<file path="src/rtl/csc_pkg.sv">
// package: register map, field layout, reset values and mode codes of the codec status/checksum bank
package csc_pkg;

   // ------------------------------------------------------------------
   // register map (page and byte offsets on the control port)
   // ------------------------------------------------------------------
   localparam logic [7:0] PAGE_STATUS      = 8'h00;
   localparam logic [7:0] ADDR_CHAN_PWR    = 8'h79;
   localparam logic [7:0] ADDR_MODE_STS    = 8'h7a;
   localparam logic [7:0] ADDR_CKSUM       = 8'h7e;

   // ------------------------------------------------------------------
   // reset values
   // ------------------------------------------------------------------
   localparam logic [7:0] RST_CHAN_PWR     = 8'h00;
   localparam logic [7:0] RST_MODE_STS     = 8'h80;
   localparam logic [7:0] RST_CKSUM        = 8'h00;
   localparam logic [7:0] RDATA_UNMAPPED   = 8'h00;

   // ------------------------------------------------------------------
   // field positions
   // ------------------------------------------------------------------
   localparam int REC_MSB   = 7;
   localparam int REC_LSB   = 4;
   localparam int PLAY_MSB  = 3;
   localparam int PLAY_LSB  = 0;
   localparam int MODE_MSB  = 7;
   localparam int MODE_LSB  = 5;
   localparam int LOOP_BIT  = 4;
   localparam int MICB_BIT  = 3;
   localparam int BOOST_BIT = 2;
   localparam int INFLT_BIT = 1;
   localparam int BFLT_BIT  = 0;

   // ------------------------------------------------------------------
   // mode codes; 0-3 and 5 are never produced
   // ------------------------------------------------------------------
   typedef enum logic [2:0] {
      MODE_SLEEP = 3'h4,
      MODE_IDLE  = 3'h6,
      MODE_RUN   = 3'h7
   } csc_mode_type;

endpackage

</file>
<file path="src/rtl/csc_status_checksum_regs.sv">
// module: status read-back registers and control-port write checksum of the codec
`timescale 1ns/1ps
// Function
// - record channel 1..4 power state shows in channel status bits 7..4.
// - playback channel 1..4 power state shows in channel status bits 3..0.
// - mode field bits 7-5 reads 4 while sleep_i is set; codes 0-3, 5 never.
// - mode reads 6 when active with every channel off.
// - mode reads 7 when active with at least one channel on.
// - mode status register reads 0x80 after reset.
// - bit 4 shows the loop being enabled.
// - bit 3 shows microphone bias enabled.
// - bit 2 shows boost enabled.
// - bit 1 set while any record channel is down from an input fault.
// - bit 0 set while all record channels are down from a bias fault.
// - 8-bit checksum updates on every write to any other register, any page.
// - writing the checksum register loads the written byte.
// - channel status register reads 0x00 after reset.
module csc_status_checksum_regs (
   input  wire logic       clk_i,
   input  wire logic       rst_n_i,
   input  wire logic       wr_en_i,
   input  wire logic       rd_en_i,
   input  wire logic [7:0] page_i,
   input  wire logic [7:0] addr_i,
   input  wire logic [7:0] wdata_i,
   input  wire logic [3:0] rec_powered_i,
   input  wire logic [3:0] play_powered_i,
   input  wire logic       sleep_i,
   input  wire logic       loop_en_i,
   input  wire logic       mic_bias_en_i,
   input  wire logic       boost_en_i,
   input  wire logic [3:0] rec_fault_pd_i,
   input  wire logic       bias_fault_pd_i,
   output logic      [7:0] rdata_o,
   output logic            rd_valid_o,
   output logic            rd_hit_o,
   output logic      [7:0] chan_status_o,
   output logic      [7:0] mode_status_o,
   output logic      [7:0] checksum_o
);

   // ------------------------------------------------------------------
   // address decode
   // ------------------------------------------------------------------
   logic       on_page;
   logic       sel_chan;
   logic       sel_mode;
   logic       sel_cksum;
   logic       cksum_load;
   logic       cksum_acc;

   assign on_page    = (page_i == csc_pkg::PAGE_STATUS);
   assign sel_chan   = on_page && (addr_i == csc_pkg::ADDR_CHAN_PWR);
   assign sel_mode   = on_page && (addr_i == csc_pkg::ADDR_MODE_STS);
   assign sel_cksum  = on_page && (addr_i == csc_pkg::ADDR_CKSUM);
   assign cksum_load = wr_en_i && sel_cksum;
   // writes to the status registers still count as writes to other registers
   assign cksum_acc  = wr_en_i && !sel_cksum;

   // ------------------------------------------------------------------
   // live status fields
   // ------------------------------------------------------------------
   logic                  rec1_powered_flag;
   logic                  rec2_powered_flag;
   logic                  rec3_powered_flag;
   logic                  rec4_powered_flag;
   logic                  play1_powered_flag;
   logic                  play2_powered_flag;
   logic                  play3_powered_flag;
   logic                  play4_powered_flag;
   csc_pkg::csc_mode_type device_mode_code;
   logic                  loop_enabled_flag;
   logic                  mic_bias_on_flag;
   logic                  booster_on_flag;
   logic                  input_fault_partial_shutdown;
   logic                  bias_fault_full_shutdown;
   logic [7:0]            write_checksum_value;

   // input vectors carry channel 1 in the top bit, matching the register
   assign rec1_powered_flag  = rec_powered_i[3];
   assign rec2_powered_flag  = rec_powered_i[2];
   assign rec3_powered_flag  = rec_powered_i[1];
   assign rec4_powered_flag  = rec_powered_i[0];
   assign play1_powered_flag = play_powered_i[3];
   assign play2_powered_flag = play_powered_i[2];
   assign play3_powered_flag = play_powered_i[1];
   assign play4_powered_flag = play_powered_i[0];

   assign loop_enabled_flag            = loop_en_i;
   assign mic_bias_on_flag             = mic_bias_en_i;
   assign booster_on_flag              = boost_en_i;
   assign input_fault_partial_shutdown = |rec_fault_pd_i;
   assign bias_fault_full_shutdown     = bias_fault_pd_i;

   csc_mode_enc u_mode (
      .sleep_i  (sleep_i),
      .any_on_i ((|rec_powered_i) || (|play_powered_i)),
      .mode_o   (device_mode_code)
   );

   csc_cksum_acc u_cksum (
      .clk_i   (clk_i),
      .rst_n_i (rst_n_i),
      .load_i  (cksum_load),
      .acc_i   (cksum_acc),
      .addr_i  (addr_i),
      .data_i  (wdata_i),
      .value_o (write_checksum_value)
   );

   // ------------------------------------------------------------------
   // status registers: resampled every cycle, never written by the host
   // ------------------------------------------------------------------
   logic [7:0] chan_r;
   logic [7:0] chan_nxt;
   logic [7:0] mode_r;
   logic [7:0] mode_nxt;

   always_comb begin
      chan_nxt = {rec1_powered_flag, rec2_powered_flag, rec3_powered_flag, rec4_powered_flag,
                  play1_powered_flag, play2_powered_flag, play3_powered_flag, play4_powered_flag};
      mode_nxt = '0;
      mode_nxt[csc_pkg::MODE_MSB:csc_pkg::MODE_LSB] = device_mode_code;
      mode_nxt[csc_pkg::LOOP_BIT]  = loop_enabled_flag;
      mode_nxt[csc_pkg::MICB_BIT]  = mic_bias_on_flag;
      mode_nxt[csc_pkg::BOOST_BIT] = booster_on_flag;
      mode_nxt[csc_pkg::INFLT_BIT] = input_fault_partial_shutdown;
      mode_nxt[csc_pkg::BFLT_BIT]  = bias_fault_full_shutdown;
   end

   // no write path reaches these flops, so host writes leave them alone
   always_ff @(posedge clk_i or negedge rst_n_i) begin
      if (!rst_n_i) begin
         chan_r <= csc_pkg::RST_CHAN_PWR;
         mode_r <= csc_pkg::RST_MODE_STS;
      end else begin
         chan_r <= chan_nxt;
         mode_r <= mode_nxt;
      end
   end

   // ------------------------------------------------------------------
   // read port
   // ------------------------------------------------------------------
   logic [7:0] rdata_r;
   logic [7:0] rdata_nxt;
   logic       rd_valid_r;
   logic       rd_hit_r;
   logic       rd_hit_nxt;

   // read returns the value held before this edge's write
   always_comb begin
      rdata_nxt  = rdata_r;
      rd_hit_nxt = rd_hit_r;
      if (rd_en_i) begin
         rd_hit_nxt = sel_chan || sel_mode || sel_cksum;
         if (sel_chan) begin
            rdata_nxt = chan_r;
         end else if (sel_mode) begin
            rdata_nxt = mode_r;
         end else if (sel_cksum) begin
            rdata_nxt = write_checksum_value;
         end else begin
            rdata_nxt = csc_pkg::RDATA_UNMAPPED;
         end
      end
   end

   always_ff @(posedge clk_i or negedge rst_n_i) begin
      if (!rst_n_i) begin
         rdata_r    <= csc_pkg::RDATA_UNMAPPED;
         rd_valid_r <= 1'b0;
         rd_hit_r   <= 1'b0;
      end else begin
         rdata_r    <= rdata_nxt;
         rd_valid_r <= rd_en_i;
         rd_hit_r   <= rd_hit_nxt;
      end
   end

   assign rdata_o       = rdata_r;
   assign rd_valid_o    = rd_valid_r;
   assign rd_hit_o      = rd_hit_r;
   assign chan_status_o = chan_r;
   assign mode_status_o = mode_r;
   assign checksum_o    = write_checksum_value;

   // ------------------------------------------------------------------
   // assertions
   // ------------------------------------------------------------------
   logic started_r;

   always_ff @(posedge clk_i or negedge rst_n_i) begin
      if (!rst_n_i) begin
         started_r <= 1'b0;
      end else begin
         started_r <= 1'b1;
      end
   end
endmodule

</file>
<file path="src/rtl/csc_mode_enc.sv">
// module: encodes the three-bit device mode code from sleep and channel activity
`timescale 1ns/1ps
module csc_mode_enc (
   input  wire logic                  sleep_i,
   input  wire logic                  any_on_i,
   output csc_pkg::csc_mode_type      mode_o
);

   always_comb begin
      if (sleep_i) begin
         mode_o = csc_pkg::MODE_SLEEP;
      end else if (any_on_i) begin
         mode_o = csc_pkg::MODE_RUN;
      end else begin
         mode_o = csc_pkg::MODE_IDLE;
      end
   end

endmodule

</file>
<file path="src/rtl/csc_cksum_acc.sv">
// module: 8-bit write checksum, loaded by a direct write, otherwise summing address and data
`timescale 1ns/1ps
module csc_cksum_acc (
   input  wire logic       clk_i,
   input  wire logic       rst_n_i,
   input  wire logic       load_i,
   input  wire logic       acc_i,
   input  wire logic [7:0] addr_i,
   input  wire logic [7:0] data_i,
   output logic      [7:0] value_o
);

   logic [7:0] sum_r;
   logic [7:0] sum_nxt;

   // modulo-256 wrap is intended: the carry is dropped on purpose
   always_comb begin
      sum_nxt = sum_r;
      if (load_i) begin
         sum_nxt = data_i;
      end else if (acc_i) begin
         sum_nxt = 8'(sum_r + addr_i + data_i);
      end
   end

   always_ff @(posedge clk_i or negedge rst_n_i) begin
      if (!rst_n_i) begin
         sum_r <= csc_pkg::RST_CKSUM;
      end else begin
         sum_r <= sum_nxt;
      end
   end

   assign value_o = sum_r;

endmodule

</file>
<file path="config.mk">
export PLATFORM = sky130hd
export DESIGN_NAME = csc_status_checksum_regs
export DESIGN_NICKNAME = d
export VERILOG_FILES = /design/src/rtl/csc_pkg.sv /design/src/rtl/csc_status_checksum_regs.sv /design/src/rtl/csc_mode_enc.sv /design/src/rtl/csc_cksum_acc.sv
export SDC_FILE = /design/constraint.sdc
export NUM_CORES = 1
export LEC_CHECK = 0
export ABC_AREA = 1
export BUFFER_PORTS_ARGS = -buffer_cell sky130_fd_sc_hd__buf_2
export CORE_AREA = 10 10 89 91
export DETAILED_ROUTE_END_ITERATION = 7
export DIE_AREA = 0 0 99 101
export PLACE_DENSITY_LB_ADDON = 0.05
export SYNTH_ARGS = -nofsm -noshare
export SYNTH_HDL_FRONTEND = slang
export SYNTH_SLANG_ARGS = --single-unit
</file>
<file path="constraint.sdc">
create_clock -name clk_i -period 3.97 [get_ports clk_i]
set_input_delay 0.1985 -clock clk_i [delete_from_list [all_inputs] [get_ports clk_i]]
set_output_delay 0.1985 -clock clk_i [all_outputs]
set_load 0.02 [all_outputs]
</file>
### Word level (Yosys, flattened, before mapping)

Index checks and enable logic that the tools add are counted.

| storage, ports and cells | value |
|---|---|
| flip-flop bits (word level) | 34 |
| bits of input ports | 45 |
| output and inout port bits | 34 |
| word-level logic and storage cells | 32 |

| cells by class | value |
|---|---|
| add/subtract/negate cells | 2 |
| equal/unequal tests | 3 |
| muxes and demuxes | 7 |
| reductions and logical operators | 14 |

Operators by type and width:

| kind | number |
|---|---|
| two-way mux 8 bit | 5 |
| == test 8 x 7 -> 1 bit, second input constant | 3 |
| adder 8 bit | 2 |
| OR reduction 4 bit | 3 |
| logical NOT 8 bit | 1 |
| logical AND 1 bit | 5 |
| logical OR 1 bit | 3 |
| two-way mux 3 bit | 1 |
| nonzero test 2 bit | 1 |
| logical NOT 1 bit | 1 |
| two-way mux 1 bit | 1 |

### Depth between registers and ports, before layout

Gate-level depths: netlist of the first run.

| depth | value |
|---|---|
| depth after elaboration | 6 |
| gate-level depth with buffers | 13 |

### Hierarchy

From an unflattened synthesis of the first run, not the netlist that was laid out.

| unflattened totals | value |
|---|---|
| cells, all modules | 240 |
| area, all modules | 2035.7 um^2 |

Modules (own cells, without submodules):

| module | times used | cells each | area an instance (um^2) |
|---|---|---|---|
| csc_status_checksum_regs | 1 | 123 | 1118.6 |
| csc_cksum_acc | 1 | 112 | 892.1 |
| csc_mode_enc | 1 | 5 | 25.0 |

### Least setup slack after synthesis of the first run

No wires, ideal clock.

| path | value |
|---|---|
| kind | register -> register |
| start | reg u_cksum.sum_r[1] (netlist: u_cksum.value_o[1]) |
| end | reg u_cksum.sum_r[5] (netlist: u_cksum.value_o[5]) |
| arrival time | 2036 ps |
| path slack | 1821 ps |
| cell stages (with the launch flop) | 12 |
| path buffers | 0 |
| period minus slack after synthesis | 2149 ps |
| cells stage by stage | dfrtp_1 fa_1 ha_1 fa_1 nand3_1 nand2_1 nand2_1 nand2_1 nand2_1 nand3_1 nand2_1 inv_1 |

| between the ends | value |
|---|---|
| longest elaborated chain between the ends | 4 |

RTL lines:

| what | RTL line | RTL |
|---|---|---|
| from (decl) | csc_cksum_acc.sv:13 | `logic [7:0] sum_r;` |
| from (signal assigned) | csc_cksum_acc.sv:28 | `sum_r <= csc_pkg::RST_CKSUM;` |
| from (signal assigned) | csc_cksum_acc.sv:30 | `sum_r <= sum_nxt;` |
| adder 8 bit (2 in a row) | csc_cksum_acc.sv:22 | `sum_nxt = 8'(sum_r + addr_i + data_i);` |
| two-way mux 8 bit | csc_cksum_acc.sv:21 | `end else if (acc_i) begin` |
| two-way mux 8 bit | csc_cksum_acc.sv:19 | `if (load_i) begin` |

Every way passes these cells. The select of a mux whose other input is x is not followed.
A chain may end at the register's enable or synchronous reset.

### Worst setup path after layout of the first run

Ends and elaborated chain as after synthesis.

==> results of run 1 <==
## cells by family (layout without fill, tap and decap cells)
logic type,Yosys count,after routing,synth area share (%)
AOI/OAI and AO/OA,3,3,0.717
xor gates and xnor gates,1,1,0.418
adders and majority gates,14,14,11.2
buffers and inverters,43,123,9.20
DFF,33,33,39.4
other,1,1,0.179
and+or+nand+nor,178,178,38.8
## cells in the final DEF (no fill, tap or decap), drive strengths merged
master       count
nand4            8
inv             35
xor2             1
conb             1
dfrtp           33
clkinv           3
or2              2
nor2            17
buf             77
ha               6
or4              1
clkbuf           6
nor4             2
nand3           47
a21oi            3
nor3             1
fa               8
nand2          100
dlygate4sd3      2
## metrics by stage
step | setup slack (ns) | util (%)
floorplan | 1.82 | -
global placement | 1.82 | 40.6
detailed placement | 1.77 | 40.6
CTS | 1.76 | 42.1
global route | 1.60 | 42.2
finish | 1.76 | 42.2
## sequential cells by signal (all words and copies together) (netlist names)
signal / cells
chan_status_o: 8
mode_status_o: 7
rd_hit_o: 1
rd_valid_o: 1
rdata_o: 8
u_cksum.value_o: 8
## cells in the mapped netlist, drive strengths merged
cell / count / area share, %
nand2: 100 / 18
nand3: 47 / 11
inv: 35 / 6.3
dfrtp: 33 / 39
nor2: 17 / 4.5
fa: 8 / 7.7
nand4: 8 / 3.1
buf: 6 / 2.6
ha: 6 / 3.6
a21oi: 3 / 0.72
nor4: 2 / 0.60
or2: 2 / 0.60
clkbuf: 1 / 0.18
clkinv: 1 / 0.18
conb: 1 / 0.18
nor3: 1 / 0.24
or4: 1 / 0.36
xor2: 1 / 0.42
## worst min path at each step
stage | from | endpoint | cells past startpoint
global route | boost_en_i | mode_status_o[2] | 1
finish | boost_en_i | mode_status_o[2] | 1
floorplan | rst_n_i | chan_status_o[0] | 0
detailed placement | rst_n_i | u_cksum.value_o[0] | 1
CTS | mic_bias_en_i | mode_status_o[3] | 1
global placement | rst_n_i | u_cksum.value_o[0] | 1
## per-layer routing
layer	part of all wire, %	wire [um]
met1	46	2800
met2	47	2840
met3	5.6	341
met4	1.1	66
met5	0	0
## report_power, final
part,switching [mW],internal (mW),total (mW)
Combinational,0.407,0.265,0.672
Clock,0.124,0.121,0.245
Sequential,0.0613,0.384,0.445
Total,0.592,0.770,1.36
## critical path: cells and delay by family (launching register included)
kind                       cells  cell delay (ns)
buffers and inverters          1             0.03
adders and majority gates      3             1.16
DFF                            1             0.42
and+or+nand+nor                7             0.50
## cell type report
class                           count  area [um2]
Fill cell                         664        3580
Tap cell                           77        96.3
Multi-Input combinational cell    197        1070
Clock inverter                      2        10.0
Clock buffer                        6        72.6
Inverter                           36         135
Timing Repair Buffer               79         405
Sequential cell                    33         826
==> impl_metrics.env, run 1 <==
export IMPL_post_cts_buffers=0
export IMPL_antennaDiodeCount=0
export IMPL_p_leak_nw=1.48
export IMPL_grt_first_pass_wirelength_mm=10.1
export IMPL_endpoint_kind="flop"
export IMPL_min_period_over_period_pct=55.7
export IMPL_holdWs_ns=0.0140
export IMPL_reg2reg_depth=11
export IMPL_r2r_slack_ns=1.76
export IMPL_startpoint="u_cksum.value_o[1]"
export IMPL_root_buffer="clkbuf_8"
export IMPL_portBuffers=77
export IMPL_overflow=0
export IMPL_irDropWorstVdd_uv=277
export IMPL_cts_buffers=5
export IMPL_arrival_ns=2.40
export IMPL_drc=0
export IMPL_grt_busiest_layer="met2"
export IMPL_synth_cell_types=25
export IMPL_die_h_um=101
export IMPL_finalSetupViolCount=0
export IMPL_slew_headroom_pct=51.5
export IMPL_initial_core_util_pct=33.7
export IMPL_max_cap_viol_count=0
export IMPL_met2_usage_pct=19.9
export IMPL_setup_tns_ns=0
export IMPL_cts_max_path_buffers=2
export IMPL_cts_tree="done"
export IMPL_p_per_area_mw_per_mm2=520
export IMPL_dieArea_mm2=0.0100
export IMPL_cts_resized=0
export IMPL_critPathMaxFanout=4
export IMPL_syn_inst=273
export IMPL_post_dp_hpwl_mm=4.99
export IMPL_grt_use_total_pct=12.3
export IMPL_routedWlPerCell_um=14.1
export IMPL_firstDrtPassIters=4
export IMPL_outcome="complete, no violations"
export IMPL_path_clk_slew_ns=0.07
export IMPL_htreeDepth=2
export IMPL_hold_path_class="in2reg"
export IMPL_post_dp_cell_area_mm2=0.00252
export IMPL_hold_viol_final=0
export IMPL_final_setup_skew_ns=0.00342
export IMPL_insertion_delay_ns=0.29
export IMPL_totalWireLength_mm=6.05
export IMPL_cpMostUsedCell="nand2_1"
export IMPL_worst_slew_pin_slew_ns=0.728
export IMPL_worst_setup_path_type="reg2reg"
export IMPL_slowest_delay_ns=0.46
export IMPL_reg2reg_from="u_cksum.value_o[1]"
export IMPL_cts_hold_buf=1
export IMPL_area_delta_synth_final_pct=25.2
export IMPL_synth_nets=332
export IMPL_antenna_found_initial=0
export IMPL_slowest_stage="fa_1"
export IMPL_critical_path_cell_chain="fa_1 -> ha_1 -> fa_1 -> nand3_1 -> nand2_1 -> nand2_1 -> nand2_1 -> nand2_1 -> nand3_1 -> nand2_1 -> inv_1"
export IMPL_avgSynthCellArea_um2=7.67
export IMPL_rows=29
export IMPL_coreArea_mm2=0.00620
export IMPL_yosys_warnings=0
export IMPL_yosysSeqAreaShare_pct=39.5
export IMPL_grt_util_met1_pct=15.5
export IMPL_ios=79
export IMPL_use_met3_pct=3.57
export IMPL_antenna_left=0
export IMPL_drt_iter0_markers=77
export IMPL_period_needed_ns=2.21
export IMPL_setup_worst_path_end="u_cksum.value_o[5]"
export IMPL_vias=1944
export IMPL_drive_gt1_share_pct=27.5
export IMPL_vias_per_cell=4.52
export IMPL_synth_seq_cells=33
export IMPL_fmax_ghz=0.452
export IMPL_rsz0062_at_grt="no"
export IMPL_instances_no_fill=430
export IMPL_p_total_mw=1.36
export IMPL_gp_congestion=0.815
export IMPL_grt_pass1_vias=2050
export IMPL_grt_max_degree=34
export IMPL_dieWidth_um=99
export IMPL_dpl_cell_count=420
export IMPL_drv_slew=0
export IMPL_syn_area_mm2=0.00209
export IMPL_stdcell_area_mm2=0.00262
export IMPL_clock_sinks=33
export IMPL_nets=411
export IMPL_rr_endpoint="u_cksum.value_o[5]"
export IMPL_worstPathRequired_ns=4.16
export IMPL_cp_start_kind="flop"
Power figures use the tool's default switching activity.
==> run 2: changes to the inputs <==
ABC_AREA = 0   (was 1)
CORE_AREA = 10 10 83 85   (was 10 10 89 91)
DIE_AREA = 0 0 93 95   (was 0 0 99 101)
clock period = 2.3 ns   (was 3.97 ns; I/O delays follow)
==> impl_metrics.env, run 2 <==
export IMPL_setup_ws_ns=0.0429
export IMPL_yosysMostFrequentCell="dfrtp_1"
export IMPL_antenna_left=0
export IMPL_irDropWorstVdd_uv=408
export IMPL_reg2reg_from="u_cksum.value_o[1]"
export IMPL_ios=79
export IMPL_synth_cell_types=36
export IMPL_synthTopCellsByCount="dfrtp_1 (33), inv_1 (14), o21ai_0 (12)"
export IMPL_slowest_delay_ns=0.44
export IMPL_vias_per_cell=4.66
export IMPL_finalSetupViolCount=0
export IMPL_totalWireLength_mm=5.38
export IMPL_arrival_ns=2.43
export IMPL_critical_path_cell_chain="fa_1 -> ha_2 -> fa_2 -> xor2_1 -> mux2_4 -> mux2_4"
export IMPL_antennaDiodeCount=0
export IMPL_rows=27
export IMPL_cts_tree="done"
export IMPL_cpMostUsedCell="mux2_4"
export IMPL_whs_path_depth=2
export IMPL_antenna_found_initial=0
export IMPL_period_needed_ns=2.26
export IMPL_drc=0
export IMPL_stdcell_area_mm2=0.00257
export IMPL_hold_viol_final=0
export IMPL_drv_slew=0
export IMPL_p_leak_nw=1.22
export IMPL_gp_congestion=0.763
export IMPL_syn_area_mm2=0.00181
export IMPL_p_total_mw=2.61
export IMPL_coreArea_mm2=0.00534
export IMPL_die_h_um=95
export IMPL_synth_top_area_share_pct=45.7
export IMPL_cp_start_kind="flop"
export IMPL_hold_path_class="in2reg"
export IMPL_htreeDepth=2
export IMPL_holdWs_ns=0.0237
export IMPL_reg2reg_depth=6
export IMPL_hold_path_end="mode_status_o[1]"
export IMPL_synth_nets=227
export IMPL_grt_use_total_pct=12.4
export IMPL_yosysSeqAreaShare_pct=45.7
export IMPL_synth_seq_cells=33
export IMPL_fill_cells=540
export IMPL_slew_headroom_pct=49.8
export IMPL_critPathMaxFanout=3
export IMPL_drt_iter0_markers=29
export IMPL_outcome="complete, no violations"
export IMPL_p_per_area_mw_per_mm2=1020
export IMPL_cts_max_path_buffers=2
export IMPL_yosys_warnings=0
export IMPL_final_cell_mix="buf_2 (77), dfrtp_1 (32), inv_1 (14), dlygate4sd3_1 (14), o21ai_0 (12)"
export IMPL_dieWidth_um=93
export IMPL_overflow=0
export IMPL_wl_met1_mm=2.40
export IMPL_synth_edf_count=0
export IMPL_post_dp_hpwl_mm=4.16
export IMPL_grt_pass1_vias=1760
export IMPL_endpoint_kind="flop"
export IMPL_worst_setup_path_type="reg2reg"
export IMPL_synth_area_top_cells="dfrtp_1 (46%), fa_1 (8.9%), mux2i_1 (6.1%)"
export IMPL_dieArea_mm2=0.00884
export IMPL_avgSynthCellArea_um2=10.8
export IMPL_synth_ff_type="dfrtp_1"
export IMPL_portBuffers=77
export IMPL_root_buffer="clkbuf_8"
export IMPL_slowest_stage="fa_1"
export IMPL_firstDrtPassIters=4
export IMPL_yosys_area_top_type="dfrtp_1"
export IMPL_initial_core_util_pct=33.9
export IMPL_post_dp_cell_area_mm2=0.00229
export IMPL_max_cap_viol_count=0
export IMPL_insertion_delay_ns=0.28
export IMPL_nets=325
export IMPL_wl_met3_um=413
export IMPL_syn_inst=168
export IMPL_routedWlPerCell_um=15.9
export IMPL_highest_layer="met4"
export IMPL_asyncSetResetFlopFracSynth_pct=100
export IMPL_rr_endpoint="u_cksum.value_o[3]"
export IMPL_rsz0062_at_grt="yes"
export IMPL_clock_sinks=33
export IMPL_fmax_ghz=0.443
export IMPL_final_setup_skew_ns=0.00525
export IMPL_path_clk_slew_ns=0.08
export IMPL_worstHoldStart="rec_fault_pd_i[2]"
export IMPL_grt_max_degree=34
export IMPL_drive_gt1_share_pct=39.0
export IMPL_area_delta_synth_final_pct=42.3
export IMPL_min_period_over_period_pct=98.1
export IMPL_layout_commonest_cell="buf_2"
export IMPL_place_ws_ns=-0.00246
export IMPL_vias=1581
export IMPL_grt_first_pass_wirelength_mm=8.75
export IMPL_worst_slew_pin_slew_ns=0.753
export IMPL_cts_buffers=5
export IMPL_r2r_slack_ns=0.04
export IMPL_met2_length_mm=2.55
export IMPL_worstPathRequired_ns=2.47
run 2: cell types whose count changed after synthesis, sizes merged, moves of 11 or more:
cell,before,now
mux2i,0,11
nand3,47,8
inv,35,14
o21ai,0,20
nor2,17,6
nand2,100,10
run 2: power by group:
group / internal, mW / leakage (nW) / switching [mW]
clock: 0.352 / 0.0574 / 0.231
combinational: 0.645 / 0.763 / 0.634
sequential: 0.668 / 0.401 / 0.0806
run 2: stage by stage:
stage / cells / utilization [%] / TNS [ns]
after CTS: 339 / 48.1 / 0
after global placement: 316 / 42.9 / -0.00222
after global routing: 339 / 48.2 / -0.193
final: 339 / 48.2 / 0
after detailed placement: 316 / 42.9 / -0.00246
after floorplan: 168 / - / -0.00540
run 2: routing by layer:
metal  track usage (%)  vias up
met3              5.55        3
met5                 0        -
li1                  -      771
met4              1.93        0
met2              20.5       50
met1              14.9      757
run 2: cell type report:
class | count | area [um2] | area share, %
clock buffer | 6 | 82.6 | 3.21
clock inverter | 2 | 37.5 | 1.46
inverter | 14 | 52.6 | 2.04
multi-input combinational | 114 | 905 | 35.2
sequential | 33 | 827 | 32.1
tap | 72 | 90.1 | 3.50
timing repair buffer | 98 | 578 | 22.5
run 2: timing repair:
| action | 4_1_cts | 5_1_grt |
|---|---|---|
| endpoints found under the setup margin | 2 | 4 |
| hold buffers | 14 | 0 |
| endpoints found under the hold margin | 47 | 0 |
| gates resized for setup | 3 | 2 |
| buffers inserted | 1 | 0 |
| pin swaps | 2 | 14 |
run 2: how the worst max path moves through the flow:
stage / startpoint / endpoint / slack (ns) / cells after the start
final: u_cksum.value_o[1] / u_cksum.value_o[3] / 0.04 / 6
after floorplan: u_cksum.value_o[2] / u_cksum.value_o[6] / -0.005 / 7
after CTS: u_cksum.value_o[2] / u_cksum.value_o[6] / 0.006 / 7
after global routing: u_cksum.value_o[1] / u_cksum.value_o[7] / -0.1 / 8
after detailed placement: u_cksum.value_o[1] / u_cksum.value_o[7] / -0.002 / 8
after global placement: u_cksum.value_o[1] / u_cksum.value_o[7] / -0.002 / 8
run 2: worst max-delay path: cells and delay by family (launching register included):
family | cells | cell delay [ns]
xor+xnor | 1 | 0.15
fa+ha+maj | 3 | 1.07
flops | 1 | 0.41
mux | 2 | 0.51
run 2: cell families after synthesis:
logic type,synth area share [%]
AO/OA/AOI/OAI,11.7
buffers and inverters,5.40
multiplexers,7.75
AND/OR/NAND/NOR,12.4
other,0.207
XOR/XNOR,3.88
adder cells (fa/ha/maj),13.0
flip-flops,45.7
==> run 3: changes to the inputs <==
BUFFER_PORTS_ARGS = default   (was -buffer_cell sky130_fd_sc_hd__buf_2)
DONT_BUFFER_PORTS = 1   (was default)
==> impl_metrics.env, run 3 (synthesized netlist as in run 2, its figures left out) <==
export IMPL_outcome="complete, no violations"
export IMPL_portBuffers=0
export IMPL_insertion_delay_ns=0.28
export IMPL_dieArea_mm2=0.00884
export IMPL_critical_path_cell_chain="fa_2 -> ha_4 -> fa_2 -> xor2_1 -> mux2_4 -> mux2_4"
export IMPL_crit_family="adder cells"
export IMPL_worstPathRequired_ns=2.47
export IMPL_nets=258
export IMPL_p_per_area_mw_per_mm2=1110
export IMPL_whs_path_depth=2
export IMPL_die_h_um=95
export IMPL_area_delta_synth_final_pct=26.6
export IMPL_initial_core_util_pct=33.9
export IMPL_drv_slew=0
export IMPL_holdWs_ns=0.00690
export IMPL_antenna_left=0
export IMPL_rsz0062_at_grt="yes"
export IMPL_ios=79
export IMPL_antenna_found_initial=0
export IMPL_totalWireLength_mm=5.26
export IMPL_worstHoldStart="wr_en_i"
export IMPL_drive_gt1_share_pct=14.1
export IMPL_vias_per_cell=4.86
export IMPL_slew_headroom_pct=60.1
export IMPL_grt_pass1_vias=1473
export IMPL_arrival_ns=2.42
export IMPL_antennaDiodeCount=0
export IMPL_finalSetupViolCount=0
export IMPL_htreeDepth=2
export IMPL_layout_commonest_cell="dfrtp_1"
export IMPL_cts_tree="done"
export IMPL_dieWidth_um=93
export IMPL_worst_slew_pin_slew_ns=0.596
export IMPL_endpoint_kind="flop"
export IMPL_p_total_mw=2.54
export IMPL_root_buffer="clkbuf_8"
export IMPL_gp_congestion=0.783
export IMPL_vias=1317
export IMPL_worst_setup_path_type="reg2reg"
export IMPL_post_dp_hpwl_mm=4.08
export IMPL_hold_viol_final=0
export IMPL_critPathBufInv=0
export IMPL_final_setup_skew_ns=0.00613
export IMPL_p_leak_nw=0.948
export IMPL_final_cell_mix="dfrtp_1 (32), dlygate4sd3_1 (22), inv_1 (14), o21ai_0 (12), mux2i_1 (11)"
export IMPL_routedWlPerCell_um=19.4
export IMPL_slowest_stage="fa_2"
export IMPL_max_cap_viol_count=0
export IMPL_fill_cells=551
export IMPL_cts_max_path_buffers=2
export IMPL_fmax_ghz=0.444
export IMPL_period_needed_ns=2.25
export IMPL_grt_max_degree=34
export IMPL_r2r_slack_ns=0.05
export IMPL_reg2reg_from="u_cksum.value_o[1]"
export IMPL_rows=27
export IMPL_path_clk_slew_ns=0.07
export IMPL_grt_use_total_pct=12.1
export IMPL_min_period_over_period_pct=97.8
export IMPL_hold_path_end="u_cksum.value_o[2]"
export IMPL_hold_path_class="in2reg"
export IMPL_cp_start_kind="flop"
export IMPL_cts_buffers=5
export IMPL_overflow=0
export IMPL_irDropWorstVdd_uv=510
export IMPL_coreArea_mm2=0.00534
export IMPL_reg2reg_depth=6
export IMPL_rr_endpoint="u_cksum.value_o[3]"
export IMPL_slowest_delay_ns=0.44
export IMPL_critPathMaxFanout=3
export IMPL_grt_first_pass_wirelength_mm=8.24
export IMPL_stdcell_area_mm2=0.00229
export IMPL_drt_iter0_markers=25
export IMPL_post_dp_cell_area_mm2=0.00191
export IMPL_drc=0
export IMPL_firstDrtPassIters=4
export IMPL_postLayoutCoreUtil_pct=42.9
export IMPL_clock_sinks=33
==> run 3: repair_timing <==
action,CTS,global route
pin swaps,1,10
setup buffers,1,0
resized for setup,2,4
hold buffers,23,0
endpoints found under the setup margin,2,4
hold endpoints to repair,66,0
==> run 3: cell type report <==
type                       count  area (um2)  area share [%]
clock buffer                   5        68.8            3.01
clock inverter                 2        35.0            1.53
inverter                      14        52.6            2.30
multi-input combinational    114         915            40.0
sequential                    33         827            36.1
tap                           72        90.1            3.94
timing repair buffer          31         300            13.1
==> run 3: through the flow <==
step,setup slack (ns),setup TNS (ns),std cells
finish,0.0500,0,271
floorplan,-0.00540,-0.00540,168
global placement,0.0104,0,240
CTS,0.00313,0,271
detailed placement,-0.0314,-0.0327,240
global route,-0.0231,-0.0298,271
==> run 3: routing by layer <==
| layer | GRT usage (%) | vias up | routed length [um] |
|---|---|---|---|
| li1 | - | 635 | - |
| met4 | 2.96 | 0 | 59 |
| met1 | 13.3 | 622 | 1970 |
| met2 | 19.3 | 53 | 2560 |
| met3 | 7.53 | 7 | 670 |
| met5 | 0 | - | 0 |
==> run 3: worst max path at each step <==
| stage | start | to | slack, ns | depth (start not counted) |
|---|---|---|---|---|
| 6_report | u_cksum.value_o[1] | u_cksum.value_o[3] | 0.05 | 6 |
| 5_1_grt | u_cksum.value_o[1] | u_cksum.value_o[5] | -0.02 | 8 |
| 4_1_cts | u_cksum.value_o[2] | u_cksum.value_o[6] | 0.003 | 7 |
| 3_5_place_dp | u_cksum.value_o[2] | u_cksum.value_o[6] | -0.03 | 7 |
| 3_3_place_gp | u_cksum.value_o[1] | u_cksum.value_o[7] | 0.01 | 8 |
| 2_1_floorplan | u_cksum.value_o[2] | u_cksum.value_o[6] | -0.005 | 7 |
==> run 3: power breakdown <==
part	leakage [nW]	switching [mW]	internal, mW	total [mW]
clock network	0.0540	0.219	0.315	0.534
logic	0.493	0.592	0.627	1.22
registers	0.401	0.116	0.668	0.784
total	0.948	0.928	1.61	2.54
